`src/core/usb_in_pkg.sv`:
```
// Shared constants for the USB IN endpoint transfer block
package usb_in_pkg;
    // Register indices; the bus byte address is four times the index
    localparam logic [7:0] IDX_EP0_B0 = 8'h40;
    localparam logic [7:0] IDX_EP0_B1 = 8'h41;
    localparam logic [7:0] IDX_EP0_B2 = 8'h42;
    localparam logic [7:0] IDX_EP0_B3 = 8'h43;
    localparam logic [7:0] IDX_EP0_B5 = 8'h44;
    localparam logic [7:0] IDX_EP0_B6 = 8'h45;
    localparam logic [7:0] IDX_EP0_B7 = 8'h46;
    localparam logic [7:0] IDX_EP0_B4 = 8'h47;
    localparam logic [7:0] IDX_VALID = 8'h48;
    localparam logic [7:0] IDX_COUNT = 8'h49;
    localparam logic [7:0] IDX_STATUS = 8'h4c;
    localparam logic [7:0] IDX_CLEAR = 8'h4d;
    localparam logic [7:0] IDX_ENABLE = 8'h4e;
    localparam logic [7:0] IDX_BASE12 = 8'h5d;
    localparam logic [7:0] IDX_BASE34 = 8'h5e;
    localparam logic [7:0] IDX_IFSEL = 8'h5f;
    // Shared buffer window occupies indices 0x80 to 0xbf
    localparam logic [1:0] IDX_RAM_TOP = 2'b10;

    // Reset values and writable bit masks
    localparam logic [7:0] RST_BYTE_REG = 8'h00;
    localparam logic [7:0] BASE_MASK = 8'h77;
    localparam logic [7:0] IFSEL_MASK = 8'h55;

    // Flag layout shared by status, clear and enable
    localparam int FLAG_W = 14;
    localparam int FLAG_EP0_TX = 0;
    localparam int FLAG_EP0_RX = 1;
    localparam int FLAG_SETUP = 8;
    localparam int FLAG_SOF = 9;
    localparam int FLAG_CONFIG = 10;
    localparam int FLAG_BUSRST = 11;
    localparam int FLAG_RESUME = 12;
    localparam int FLAG_SUSPEND = 13;
    localparam logic [FLAG_W-1:0] EP_FLAG_MASK = 14'h003f;
    localparam logic [FLAG_W-1:0] SYS_FLAG_MASK = 14'h3f00;
    localparam logic [FLAG_W-1:0] ENABLE_MASK = 14'h3f3d;
    localparam logic [FLAG_W-1:0] RST_FLAGS = 14'h0000;

    // Endpoints and packet sizing
    localparam int NUM_EP = 5;
    localparam int CNT_W = 4;
    localparam logic [CNT_W-1:0] EP0_MAX_BYTES = 4'h8;
    localparam logic [NUM_EP*CNT_W-1:0] RST_COUNT = 20'h00000;
    localparam logic [NUM_EP-1:0] RST_VALID = 5'h00;

    // AHB-Lite encodings
    localparam logic [2:0] HSIZE_WORD = 3'b010;
    localparam logic HRESP_OKAY = 1'b0;

    // IN transfer engine states
    typedef enum logic [2:0] {
        ST_IDLE = 3'b000,
        ST_NAK = 3'b001,
        ST_FETCH = 3'b010,
        ST_GRAB = 3'b011,
        ST_SEND = 3'b100,
        ST_ENDP = 3'b101,
        ST_WAIT_ACK = 3'b110
    } tx_state_e;
endpackage

```
`src/core/usb_in_endpoint_transfer.sv`:
```
// USB full-speed IN transfer engine, endpoint registers and interrupt mapping
// Behaviour
// [RULE1] IN token without data-valid gets NAK only
// [RULE2] Software loads EP0 bytes, count, then valid
// [RULE3] Software fills shared buffer from base pointer
// [RULE4] Host ACK clears valid, sets transfer-done flag
// [RULE5] Endpoint and system interrupt requests from flags
// [RULE6] EP0 data: read OUT, write IN, no reset
// [RULE7] 64-byte buffer in eight pages, 3-bit bases
// [RULE8] Missing ACK resends same data next token
// [RULE9] Per-endpoint enables; EP0 enable covers IN/OUT
// [RULE10] Interrupt held while enabled flag stays set
//
// The AHB-Lite slave port was chosen for this implementation.
`timescale 1ns/10ps
module usb_in_endpoint_transfer #(
    parameter int BUF_DEPTH = 64,
    parameter int BUF_ADDR_W = 6
) (
    input wire logic CLK_SYS,
    input wire logic SYS_RST,
    input wire logic HSEL,
    input wire logic [31:0] HADDR,
    input wire logic [1:0] HTRANS,
    input wire logic HWRITE,
    input wire logic [2:0] HSIZE,
    input wire logic [31:0] HWDATA,
    input wire logic HREADY,
    output logic HREADYOUT,
    output logic [31:0] HRDATA,
    output logic HRESP,
    input wire logic IN_TOKEN,
    input wire logic [2:0] IN_EP,
    input wire logic HOST_ACK,
    output logic [7:0] TX_DATA,
    output logic TX_VALID,
    input wire logic TX_READY,
    output logic TX_END,
    output logic NAK_SEND,
    input wire logic RX_WE,
    input wire logic [2:0] RX_IDX,
    input wire logic [7:0] RX_DATA,
    input wire logic RX_DONE,
    input wire logic EVT_SETUP,
    input wire logic EVT_SOF,
    input wire logic EVT_CONFIG,
    input wire logic EVT_BUSRST,
    input wire logic EVT_RESUME,
    input wire logic EVT_SUSPEND,
    output logic IRQ_EP,
    output logic IRQ_SYS,
    output logic [3:0] EP_IF_SEL
);
    localparam int CW = usb_in_pkg::CNT_W;
    localparam int NE = usb_in_pkg::NUM_EP;
    localparam int FW = usb_in_pkg::FLAG_W;

    // Bus data phase tracking
    logic dp_rd_q;
    logic dp_wr_q;
    logic dp_ok_q;
    logic rd_done_q;
    logic [7:0] dp_idx_q;
    logic [31:0] hrdata_q;
    logic [31:0] rdata_d;
    logic addr_phase;
    logic wr_go;
    logic [3:0] slot_dp;

    // Register state
    logic [7:0] ep0_in_q [8];
    logic [7:0] ep0_out_q [8];
    logic [7:0] base12_q;
    logic [7:0] base34_q;
    logic [7:0] ifsel_q;
    logic [NE-1:0] valid_q;
    logic [NE*CW-1:0] count_q;
    logic [FW-1:0] flag_q;
    logic [FW-1:0] enable_q;
    logic [FW-1:0] flag_set;
    logic [FW-1:0] flag_clr;
    logic [FW-1:0] enable_eff;

    // Transmit engine
    usb_in_pkg::tx_state_e state_q;
    usb_in_pkg::tx_state_e state_d;
    logic [2:0] ep_q;
    logic [CW-1:0] idx_q;
    logic [7:0] tx_data_q;
    logic [CW-1:0] cnt_sel;
    logic [2:0] base_sel;
    logic [BUF_ADDR_W-1:0] ram_rd_addr;
    logic [7:0] ram_rd_a;
    logic [7:0] ram_rd_b;
    logic tok_ok;
    logic ack_done;
    logic ram_wr;

    // Maps an index to an EP0 byte slot; bit 3 marks a hit
    function automatic logic [3:0] ep0_slot(input logic [7:0] idx);
        logic [3:0] s;
        s = 4'h0;
        if (idx == usb_in_pkg::IDX_EP0_B0) s = 4'h8;
        if (idx == usb_in_pkg::IDX_EP0_B1) s = 4'h9;
        if (idx == usb_in_pkg::IDX_EP0_B2) s = 4'ha;
        if (idx == usb_in_pkg::IDX_EP0_B3) s = 4'hb;
        if (idx == usb_in_pkg::IDX_EP0_B4) s = 4'hc;
        if (idx == usb_in_pkg::IDX_EP0_B5) s = 4'hd;
        if (idx == usb_in_pkg::IDX_EP0_B6) s = 4'he;
        if (idx == usb_in_pkg::IDX_EP0_B7) s = 4'hf;
        return s;
    endfunction

    // Address phase is taken for any transfer size; dp_ok_q then admits only word-sized ones
    assign addr_phase = HSEL & HREADY & HTRANS[1];
    assign wr_go = dp_wr_q & dp_ok_q;
    assign slot_dp = ep0_slot(dp_idx_q);

    // Reads insert one wait state so that read data leave a flip-flop
    always_ff @(posedge CLK_SYS) begin
        if (SYS_RST) begin
            dp_rd_q <= 1'b0;
            dp_wr_q <= 1'b0;
            dp_ok_q <= 1'b0;
            rd_done_q <= 1'b0;
            dp_idx_q <= 8'h00;
        end else if (HREADY) begin
            dp_rd_q <= addr_phase & ~HWRITE;
            dp_wr_q <= addr_phase & HWRITE;
            dp_ok_q <= (HADDR[31:10] == 22'h000000) && (HADDR[1:0] == 2'b00)
                && (HSIZE == usb_in_pkg::HSIZE_WORD);
            dp_idx_q <= HADDR[9:2];
            rd_done_q <= 1'b0;
        end else begin
            rd_done_q <= 1'b1;
        end
    end

    assign HREADYOUT = ~(dp_rd_q & ~rd_done_q);
    assign HRESP = usb_in_pkg::HRESP_OKAY;
    assign HRDATA = hrdata_q;

    // Read mux; unmapped or malformed addresses read zero
    always_comb begin
        rdata_d = 32'h00000000;
        if (!dp_ok_q) begin
            rdata_d = 32'h00000000;
        end else if (dp_idx_q[7:6] == usb_in_pkg::IDX_RAM_TOP) begin
            rdata_d = {24'h000000, ram_rd_a};
        end else if (slot_dp[3]) begin
            rdata_d = {24'h000000, ep0_out_q[slot_dp[2:0]]}; // [RULE6]
        end else if (dp_idx_q == usb_in_pkg::IDX_BASE12) begin
            rdata_d = {24'h000000, base12_q};
        end else if (dp_idx_q == usb_in_pkg::IDX_BASE34) begin
            rdata_d = {24'h000000, base34_q};
        end else if (dp_idx_q == usb_in_pkg::IDX_IFSEL) begin
            rdata_d = {24'h000000, ifsel_q};
        end else if (dp_idx_q == usb_in_pkg::IDX_VALID) begin
            rdata_d = {27'h0000000, valid_q};
        end else if (dp_idx_q == usb_in_pkg::IDX_COUNT) begin
            rdata_d = {12'h000, count_q};
        end else if (dp_idx_q == usb_in_pkg::IDX_STATUS) begin
            rdata_d = {18'h00000, flag_q};
        end else if (dp_idx_q == usb_in_pkg::IDX_ENABLE) begin
            rdata_d = {18'h00000, enable_q};
        end
    end

    // Capture read data in the wait cycle
    always_ff @(posedge CLK_SYS) begin
        if (SYS_RST) begin
            hrdata_q <= 32'h00000000;
        end else if (dp_rd_q && !rd_done_q) begin
            hrdata_q <= rdata_d;
        end
    end

    // EP0 IN bytes from software, OUT bytes from the receive side; never reset
    always_ff @(posedge CLK_SYS) begin
        if (wr_go && slot_dp[3]) begin
            ep0_in_q[slot_dp[2:0]] <= HWDATA[7:0]; // [RULE6]
        end
        if (RX_WE) begin
            ep0_out_q[RX_IDX] <= RX_DATA; // [RULE6]
        end
    end

    // Base pointers and interface selection
    always_ff @(posedge CLK_SYS) begin
        if (SYS_RST) begin
            base12_q <= usb_in_pkg::RST_BYTE_REG;
            base34_q <= usb_in_pkg::RST_BYTE_REG;
            ifsel_q <= usb_in_pkg::RST_BYTE_REG;
        end else if (wr_go) begin
            if (dp_idx_q == usb_in_pkg::IDX_BASE12) begin
                base12_q <= HWDATA[7:0] & usb_in_pkg::BASE_MASK;
            end
            if (dp_idx_q == usb_in_pkg::IDX_BASE34) begin
                base34_q <= HWDATA[7:0] & usb_in_pkg::BASE_MASK;
            end
            if (dp_idx_q == usb_in_pkg::IDX_IFSEL) begin
                ifsel_q <= HWDATA[7:0] & usb_in_pkg::IFSEL_MASK;
            end
        end
    end

    assign EP_IF_SEL = {ifsel_q[6], ifsel_q[4], ifsel_q[2], ifsel_q[0]};

    // Byte counts; software writes them before raising valid
    always_ff @(posedge CLK_SYS) begin
        if (SYS_RST) begin
            count_q <= usb_in_pkg::RST_COUNT;
        end else if (wr_go && dp_idx_q == usb_in_pkg::IDX_COUNT) begin
            count_q <= HWDATA[NE*CW-1:0];
        end
    end

    // Data-valid: a software write takes precedence over the ACK clear
    always_ff @(posedge CLK_SYS) begin
        if (SYS_RST) begin
            valid_q <= usb_in_pkg::RST_VALID;
        end else if (wr_go && dp_idx_q == usb_in_pkg::IDX_VALID) begin
            valid_q <= HWDATA[NE-1:0];
        end else if (ack_done) begin
            valid_q[ep_q] <= 1'b0; // [RULE4]
        end
    end

    // Shared buffer writes from the bus window
    assign ram_wr = wr_go && (dp_idx_q[7:6] == usb_in_pkg::IDX_RAM_TOP);

    ep_buffer_ram #(
        .DATA_W(8),
        .DEPTH(BUF_DEPTH),
        .ADDR_W(BUF_ADDR_W)
    ) u_buf (
        .clk(CLK_SYS),
        .wr_en(ram_wr),
        .wr_addr(dp_idx_q[BUF_ADDR_W-1:0]),
        .wr_data(HWDATA[7:0]),
        .rd_addr_a(HADDR[BUF_ADDR_W+1:2]),
        .rd_data_a(ram_rd_a),
        .rd_addr_b(ram_rd_addr),
        .rd_data_b(ram_rd_b)
    );

    // Selected endpoint count, clamped to eight bytes on EP0
    always_comb begin
        cnt_sel = count_q[ep_q*CW +: CW];
        if (ep_q == 3'd0 && cnt_sel > usb_in_pkg::EP0_MAX_BYTES) begin
            cnt_sel = usb_in_pkg::EP0_MAX_BYTES;
        end
    end

    // Base page per endpoint; each page is eight bytes
    always_comb begin
        unique case (ep_q)
            3'd1: base_sel = base12_q[2:0];
            3'd2: base_sel = base12_q[6:4];
            3'd3: base_sel = base34_q[2:0];
            3'd4: base_sel = base34_q[6:4];
            default: base_sel = 3'd0;
        endcase
    end

    // Offsets wrap within the buffer rather than run off its end
    assign ram_rd_addr = {base_sel, 3'b000}
        + {{(BUF_ADDR_W-CW){1'b0}}, idx_q}; // [RULE7]

    // A token is served only if its endpoint exists and holds valid data
    assign tok_ok = (IN_EP < 3'(NE)) && valid_q[IN_EP];
    assign ack_done = (state_q == usb_in_pkg::ST_WAIT_ACK) && HOST_ACK;

    // Transmit engine next state
    always_comb begin
        state_d = state_q;
        unique case (state_q)
            usb_in_pkg::ST_IDLE,
            usb_in_pkg::ST_WAIT_ACK: begin
                if (ack_done) begin
                    state_d = usb_in_pkg::ST_IDLE; // [RULE4]
                end else if (IN_TOKEN && !tok_ok) begin
                    state_d = usb_in_pkg::ST_NAK; // [RULE1]
                end else if (IN_TOKEN) begin
                    state_d = usb_in_pkg::ST_FETCH; // [RULE8]
                end
            end
            usb_in_pkg::ST_NAK: state_d = usb_in_pkg::ST_IDLE;
            usb_in_pkg::ST_FETCH: begin
                state_d = (cnt_sel == '0) ? usb_in_pkg::ST_ENDP : usb_in_pkg::ST_GRAB;
            end
            usb_in_pkg::ST_GRAB: state_d = usb_in_pkg::ST_SEND;
            usb_in_pkg::ST_SEND: begin
                if (TX_READY) begin
                    state_d = (idx_q == cnt_sel - 1'b1) ? usb_in_pkg::ST_ENDP
                        : usb_in_pkg::ST_FETCH;
                end
            end
            usb_in_pkg::ST_ENDP: state_d = usb_in_pkg::ST_WAIT_ACK;
            default: state_d = usb_in_pkg::ST_IDLE;
        endcase
    end

    always_ff @(posedge CLK_SYS) begin
        if (SYS_RST) begin
            state_q <= usb_in_pkg::ST_IDLE;
        end else begin
            state_q <= state_d;
        end
    end

    // Endpoint latch and byte index; a repeat token restarts at byte zero
    always_ff @(posedge CLK_SYS) begin
        if (SYS_RST) begin
            ep_q <= 3'd0;
            idx_q <= '0;
        end else if (state_d == usb_in_pkg::ST_FETCH
            && (state_q == usb_in_pkg::ST_IDLE || state_q == usb_in_pkg::ST_WAIT_ACK)) begin
            ep_q <= IN_EP; // [RULE8]
            idx_q <= '0;
        end else if (state_q == usb_in_pkg::ST_SEND && TX_READY) begin
            idx_q <= idx_q + 1'b1;
        end
    end

    // Byte to send: EP0 from its own registers, others from the buffer
    always_ff @(posedge CLK_SYS) begin
        if (SYS_RST) begin
            tx_data_q <= 8'h00;
        end else if (state_q == usb_in_pkg::ST_GRAB) begin
            tx_data_q <= (ep_q == 3'd0) ? ep0_in_q[idx_q[2:0]] : ram_rd_b;
        end
    end

    assign TX_DATA = tx_data_q;
    assign TX_VALID = (state_q == usb_in_pkg::ST_SEND);
    assign TX_END = (state_q == usb_in_pkg::ST_ENDP);
    assign NAK_SEND = (state_q == usb_in_pkg::ST_NAK); // [RULE1]

    // Event sources for the sticky flags
    always_comb begin
        flag_set = '0;
        if (ack_done) begin
            flag_set[ep_q + 3'd1 - ((ep_q == 3'd0) ? 3'd1 : 3'd0)] = 1'b1; // [RULE4]
        end
        flag_set[usb_in_pkg::FLAG_EP0_RX] = RX_DONE;
        flag_set[usb_in_pkg::FLAG_SETUP] = EVT_SETUP;
        flag_set[usb_in_pkg::FLAG_SOF] = EVT_SOF;
        flag_set[usb_in_pkg::FLAG_CONFIG] = EVT_CONFIG;
        flag_set[usb_in_pkg::FLAG_BUSRST] = EVT_BUSRST;
        flag_set[usb_in_pkg::FLAG_RESUME] = EVT_RESUME;
        flag_set[usb_in_pkg::FLAG_SUSPEND] = EVT_SUSPEND;
    end

    assign flag_clr = (wr_go && dp_idx_q == usb_in_pkg::IDX_CLEAR) ? HWDATA[FW-1:0] : '0;

    // Sticky flags; a new event in the clearing cycle survives the clear
    always_ff @(posedge CLK_SYS) begin
        if (SYS_RST) begin
            flag_q <= usb_in_pkg::RST_FLAGS;
        end else begin
            flag_q <= (flag_q & ~flag_clr) | flag_set;
        end
    end

    // Interrupt enables
    always_ff @(posedge CLK_SYS) begin
        if (SYS_RST) begin
            enable_q <= usb_in_pkg::RST_FLAGS;
        end else if (wr_go && dp_idx_q == usb_in_pkg::IDX_ENABLE) begin
            enable_q <= HWDATA[FW-1:0] & usb_in_pkg::ENABLE_MASK;
        end
    end

    // The EP0 enable gates both EP0 completion flags
    always_comb begin
        enable_eff = enable_q;
        enable_eff[usb_in_pkg::FLAG_EP0_RX] = enable_q[usb_in_pkg::FLAG_EP0_TX]; // [RULE9]
    end

    // Level requests, held until software clears every enabled flag
    assign IRQ_EP = |(flag_q & enable_eff & usb_in_pkg::EP_FLAG_MASK); // [RULE5] [RULE10]
    assign IRQ_SYS = |(flag_q & enable_eff & usb_in_pkg::SYS_FLAG_MASK); // [RULE5] [RULE10]
endmodule

```
`src/core/ep_buffer_ram.sv`:
```
// Shared endpoint buffer: one write port, two registered read ports
`timescale 1ns/10ps
module ep_buffer_ram #(
    parameter int DATA_W = 8,
    parameter int DEPTH = 64,
    parameter int ADDR_W = 6
) (
    input wire logic clk,
    input wire logic wr_en,
    input wire logic [ADDR_W-1:0] wr_addr,
    input wire logic [DATA_W-1:0] wr_data,
    input wire logic [ADDR_W-1:0] rd_addr_a,
    output logic [DATA_W-1:0] rd_data_a,
    input wire logic [ADDR_W-1:0] rd_addr_b,
    output logic [DATA_W-1:0] rd_data_b
);
    logic [DATA_W-1:0] mem [DEPTH];

    // No reset: buffer contents are undefined until software fills them
    always_ff @(posedge clk) begin
        if (wr_en) begin
            mem[wr_addr] <= wr_data;
        end
    end

    // Bus read port, one cycle latency
    always_ff @(posedge clk) begin
        rd_data_a <= mem[rd_addr_a];
    end

    // Transmit engine read port, one cycle latency
    always_ff @(posedge clk) begin
        rd_data_b <= mem[rd_addr_b];
    end
endmodule

```
`config.mk`:
```
export PLATFORM = sky130hd
export DESIGN_NAME = usb_in_endpoint_transfer
export DESIGN_NICKNAME = d
export VERILOG_FILES = /design/src/core/usb_in_pkg.sv /design/src/core/usb_in_endpoint_transfer.sv /design/src/core/ep_buffer_ram.sv
export SDC_FILE = /design/constraint.sdc
export NUM_CORES = 1
export LEC_CHECK = 0
export ABC_AREA = 1
export BUFFER_PORTS_ARGS = -buffer_cell sky130_fd_sc_hd__buf_2
export CORE_UTILIZATION = 36
export CTS_CLUSTER_SIZE = 30
export DETAILED_ROUTE_END_ITERATION = 10
export SYNTH_ARGS = -nofsm -noshare
export SYNTH_HDL_FRONTEND = slang
export SYNTH_SLANG_ARGS = --single-unit
export TNS_END_PERCENT = 1
```
`constraint.sdc`:
```
create_clock -name CLK_SYS -period 5.6 [get_ports CLK_SYS]
set_input_delay 1.68 -clock CLK_SYS [delete_from_list [all_inputs] [get_ports CLK_SYS]]
set_output_delay 1.68 -clock CLK_SYS [all_outputs]
set_load 0.005 [all_outputs]
```
# Yosys cells after proc, flatten, opt, wreduce, memory -nomap -nowiden
# Memories as Yosys holds them, arrays and structs flattened. A register that Yosys moved wholly into a read port is not among the register bits.
# Index checks and enable logic that the tools add are counted.
dict set report totals {
  ff_bits 128
  ramBits 640
  elab_cells 159
  mem_count 3
}
# name depth word_bits read_ports rd_clocked_by_memory_dff write_ports line_no
set mem_list {}
lappend mem_list {u_buf.mem 64 8 2 2 1 ep_buffer_ram.sv:17} ;# logic [DATA_W-1:0] mem [DEPTH];
lappend mem_list {ep0_in_q 8 8 1 1 1 usb_in_endpoint_transfer.sv:71} ;# logic [7:0] ep0_in_q [8];
lappend mem_list {ep0_out_q 8 8 1 0 1 usb_in_endpoint_transfer.sv:72} ;# logic [7:0] ep0_out_q [8];
dict set report classes {
  addsub 5
  n_lt_le_gt_ge 7
  n_eq_ne 30
  shift 1
  mux 48
  n_bitwise 15
  reduce_logical 33
}
# cell n
set op_table {}
lappend op_table {{$mux 20} 8}
lappend op_table {{$eq 8x7->1 const B} 16}
lappend op_table {{$mux 14} 3}
lappend op_table {{$mux 4} 9}
lappend op_table {{$and 14x14->14} 2}
lappend op_table {{$mux 3} 8}
lappend op_table {{$logic_not 22->1} 1}
lappend op_table {{$shiftx 20x6->4} 1}
lappend op_table {{$eq 3x2->1 const B} 6}
lappend op_table {{$logic_and 1x1->1} 17}
lappend op_table {{$mux 8} 2}
lappend op_table {{$pmux 3 s5} 1}
lappend op_table {{$not 14->14} 1}
lappend op_table {{$or 14x14->14} 1}
lappend op_table {{$eq 3x3->1 const B} 4}
lappend op_table {{$pmux 3 s4} 1}
lappend op_table {{$reduce_or 6->1} 2}
lappend op_table {{$mux 1} 11}
lappend op_table {{$mux 5} 2}
lappend op_table {{$lt 3x4->1 const B} 2}
lappend op_table {{$add 6x4->6} 1}
lappend op_table {{$and 1x1->1} 6}
lappend op_table {{$demux 1 s3} 2}
lappend op_table {{$eq 3x1->1 const B} 2}
lappend op_table {{other kinds (22)} 30}

# Depth between registers and ports, before layout
dict set report logic_depth {
  word_depth 13
  depth_mapped 20
  depth_no_buf 19
}

# Hierarchy
# From an unflattened synthesis, not the netlist that was laid out.
dict set report hier_totals {
  cells_unflattened 4224
  hier_area_um2 37813.8
}
# mod instances cells_per_inst area_per_inst_um2
set by_module_without_submodules {}
lappend by_module_without_submodules {ep_buffer_ram 1 3008 26784.4}
lappend by_module_without_submodules {usb_in_endpoint_transfer 1 1216 11029.3}

# Worst setup path after synthesis
# OpenSTA, ideal clock, no wires.
dict set report synth_path {
  path_kind {input to register}
  startpoint {input port HADDR[3]}
  endpoint {register u_buf.rd_data_a[2], read port of u_buf.mem}
  arrival_ns 3.033
  required_time_ns 5.541
  setup_slack_ns 2.508
  stages 9
  path_buffers 3
  cell_sequence {buf_2 buf_2 buf_1 o21ai_0 o22ai_1 nor2_1 o311ai_0 o211ai_1 nand2_1}
}
# item line_no
set synth_rtl {}
lappend synth_rtl {{start, declared} usb_in_endpoint_transfer.sv:23} ;# input wire logic [31:0] HADDR,
lappend synth_rtl {{end, declared} ep_buffer_ram.sv:13} ;# output logic [DATA_W-1:0] rd_data_a,

# Worst setup path in the final report
dict set report layout_path {
  startpoint {register ep_q[0]}
  endpoint {register u_buf.rd_data_b[0], read port of u_buf.mem}
}
dict set report layout_between {
  elab_chain_cells 3
}
# item line_no
set layout_lines {}
lappend layout_lines {{start, declared} usb_in_endpoint_transfer.sv:87} ;# logic [2:0] ep_q;
lappend layout_lines {{start signal, assigned} usb_in_endpoint_transfer.sv:315} ;# ep_q <= 3'd0;
lappend layout_lines {{start signal, assigned} usb_in_endpoint_transfer.sv:319} ;# ep_q <= IN_EP;
lappend layout_lines {{$eq 3x3->1, or another cell as far along} usb_in_endpoint_transfer.sv:257} ;# unique case (ep_q)
lappend layout_lines {{$pmux 3 s4 *} usb_in_endpoint_transfer.sv:257}
lappend layout_lines {{$add 6x4->6 *} usb_in_endpoint_transfer.sv:268} ;# + {{(BUF_ADDR_W-CW){1'b0}}, idx_q};
lappend layout_lines {{end, declared} ep_buffer_ram.sv:15} ;# output logic [DATA_W-1:0] rd_data_b
# Every way passes the cells marked *; elsewhere a longest branch is shown, timed or not.
# A chain may end at the register's enable or synchronous reset.

==> results.cfg <==
[status]
outcome = finished, final reports clean

[logic_synthesis]
synth_most_common_cell = o21ai_0
syn_area_um2 = 36300
async_reset_ff_share_pct = 0
synth_top_area_share_pct = 52.9
synth_ff_type = edfxtp_1
yosys-top-cells-count = 792 x o21ai_0, 640 x edfxtp_1, 601 x nor2_1, 319 x a21oi_1, 270 x nand2_1
syn_avg_cell_area_um2 = 9.65
ys_warn_count = 0
synth-seq-cells = 775
syn_inst = 3768
synth_edf_count = 640
synth_top_area_cell = edfxtp_1
ys_types = 50
yosysSeqAreaShare_pct = 60.3
synth_area_leaders = edfxtp_1 53%, o21ai_0 11%, dfxtp_1 7.4%, nor2_1 6.2%, a21oi_1 4.4%

[cts]
cts_resized = 0
clock_sinks = 775
root_buffer = clkbuf_16
cts_buffer_depth = 3
clkLatencyLatePin_ns = 0.66
cts_tree = built
cts_htree_levels = 3
clkTransAtPathRegs_ns = 0.06
cts_hold_buf = 0
cts_buffers = 82
post_cts_buffers = 0

[routing]
routedWlPerCell_um = 22.7
drc = 0
wirelength_um = 116000
drtAntennaViolNets = 0
first_pass_iters = 6
drt_iter0_markers = 3502
vias = 29416
via_per_inst = 5.73

[finish]
area_delta_synth_final_pct = 12.3
post-route-util_pct = 40.8
nets = 3876
stdcell_area_um2 = 40800
drive_gt1_share_pct = 9.38

[timing]
tightest_slew_ns = 1.24
timing.final.crit_share_pct = 73.9
timing.final.hold_violations = 0
fmax_mhz = 242
setup_total_negative_slack_ns = 0
rsz0062_at_grt = no
setup_viol = 0
slew_violations = 0
fin_skew_ns = 0.0342
fin_crit_ns = 4.14
hold_slack_ns = 0.462
relSlewSlack_pct = 16.5

[placed_design]
gp_congestion = 0.917
portBuffers = 123
placed_cell_area_um2 = 38100
hpwl_um = 71200

[power]
p_int_mw = 9.82
clkPwrFrac_pct = 42.0
pwr-share-comb_pct = 9.7
power.switching_mw = 3.35
seq_power_share_pct = 48.3
totalPowerFinal_mw = 13.2
ir_worst_vdd_mv = 0.184
power-per-cell-area_nw_per_um2 = 323
netSwitchingFraction_pct = 25.5
leakagePower_nw = 13.7

[worst_setup_path]
crit_buf_inv = 3
crit_top_cell = inv_1
regToRegSetupSlack_ns = 1.46
crit_type = reg -> reg
r2r-start = ep_q[0]
rr_endpoint = u_buf.rd_data_b[0]
crit_arrival_ns = 4.70
path_cells = inv_1, nand3_2, inv_1, a221o_1, ha_1, buf_4, o211ai_1, a21oi_1, o21ai_0, nand2_1
critPathMaxStageDelay_ns = 0.83
startpoint = ep_q[0]
cp-end-kind = register
crit_path_start_kind = register
crit_family = compound AO/OA/AOI/OAI gates
crit_slowest_cell = ha_1
worstPathRequired_ns = 6.16
cp_max_fo = 18
rr_worst_depth = 10

[grt]
grt_max_degree = 200
gr-total-overflow = 0
track_usage_pct = 22.1
grt_pass1_wl_um = 172000
antenna_found_initial = 1
grt_pass1_vias = 27790

[worst_hold_path]
min_from = HRDATA[10]
hold-path-endpoint = HRDATA[10]
hold_class = reg -> reg
hold_depth = 2

[floorplanning]
dieArea_um2 = 102000
core_um2 = 100000
initial_core_util_pct = 36.3
io_pins = 150
die_y_um = 320
die-width_um = 320
placementRows = 116

[job]
maxCapViolations = 0
==> worst max path at each step <==
stage                                     to  depth (start not counted)
after CTS                 u_buf.rd_data_b[0]                         10
final                     u_buf.rd_data_b[0]                         10
after global placement    u_buf.rd_data_a[4]                          9
after global routing      u_buf.rd_data_b[0]                         10
after detailed placement  u_buf.rd_data_a[4]                          9
after floorplan           u_buf.rd_data_a[2]                          9
==> layout by cell type (no fill, tap or decap), types with 84 or more instances in the layout <==
master and n:
a21oi_1 319, buf_2 114, clkbuf_16 84, dfxtp_1 132, edfxtp_1 640, inv_1 193, nand2_1 270, nand3_1 148
nor2_1 601, o211ai_1 113, o21ai_0 792
==> power by group through the flow <==
stage	sequential, mW	combinational [mW]	clock [mW]
after global placement	6.49	1.23	0
after detailed placement	6.49	1.24	0
after CTS	6.36	1.25	5.59
after floorplan	6.43	0.815	0
after global routing	6.37	1.39	5.80
final	6.37	1.27	5.53
==> kinds of logic after synthesis <==
logic type               share of synthesized area [%]
adder cells (fa/ha/maj)                          0.241
AO/OA/AOI/OAI                                     21.2
buffers and inverters                             5.57
flip-flops                                        60.3
multiplexers                                     0.220
other                                           0.0103
AND/OR/NAND/NOR                                   12.3
XOR/XNOR                                         0.169
==> worst reg2reg max path, cell delays in order, from the launching register on <==
cell and delay, ns:
dfxtp_1 0.62, inv_1 0.32, nand3_2 0.19, inv_1 0.10, a221o_1 0.35, ha_1 0.83, buf_4 0.46, o211ai_1 0.22
a21oi_1 0.56, o21ai_0 0.25, nand2_1 0.16
==> stage by stage <==
stage                     instances  setup WS [ns]
after global routing           5137           1.37
after detailed placement       4984           1.30
after global placement         4984           1.34
final                          5137           1.46
after CTS                      5136           1.59
after floorplan                3780           2.51
==> per-layer routing <==
metal  global-route usage [%]  up-vias  share of wire, %
met5                        0        -                 0
met4                     9.73        0               3.9
met3                     3.53      268               8.8
met2                     35.8     1432                47
met1                     29.2    14120                40
li1                         -    13596                 -
==> registers in the layout (all words and copies together), names as in the netlist, 3 cells and up, named ones only <==
| name | cells |
|---|---|
| u_buf.rd_data_b | 8 |
| enable_q | 11 |
| TX_DATA | 8 |
| base12_q | 6 |
| count_q | 20 |
| dp_idx_q | 8 |
| ep0_in_q | 64 |
| flag_q | 14 |
| base34_q | 6 |
| ep0_out_q | 64 |
| state_q | 3 |
| HRDATA | 20 |
| u_buf.mem | 512 |
| valid_q | 5 |
| u_buf.rd_data_a | 8 |
| ifsel_q | 4 |
| ep_q | 3 |
| idx_q | 4 |
==> layout make-up <==
class / instances / area, um^2
multi-input combinational: 2513 / 12500
clock buffer: 105 / 2250
inverter: 207 / 783
sequential: 775 / 21900
fill: 9543 / 59200
antenna: 1 / 2.50
tap: 1298 / 1620
clock inverter: 47 / 459
timing repair buffer: 191 / 1280
Power figures use the tool's default switching activity.
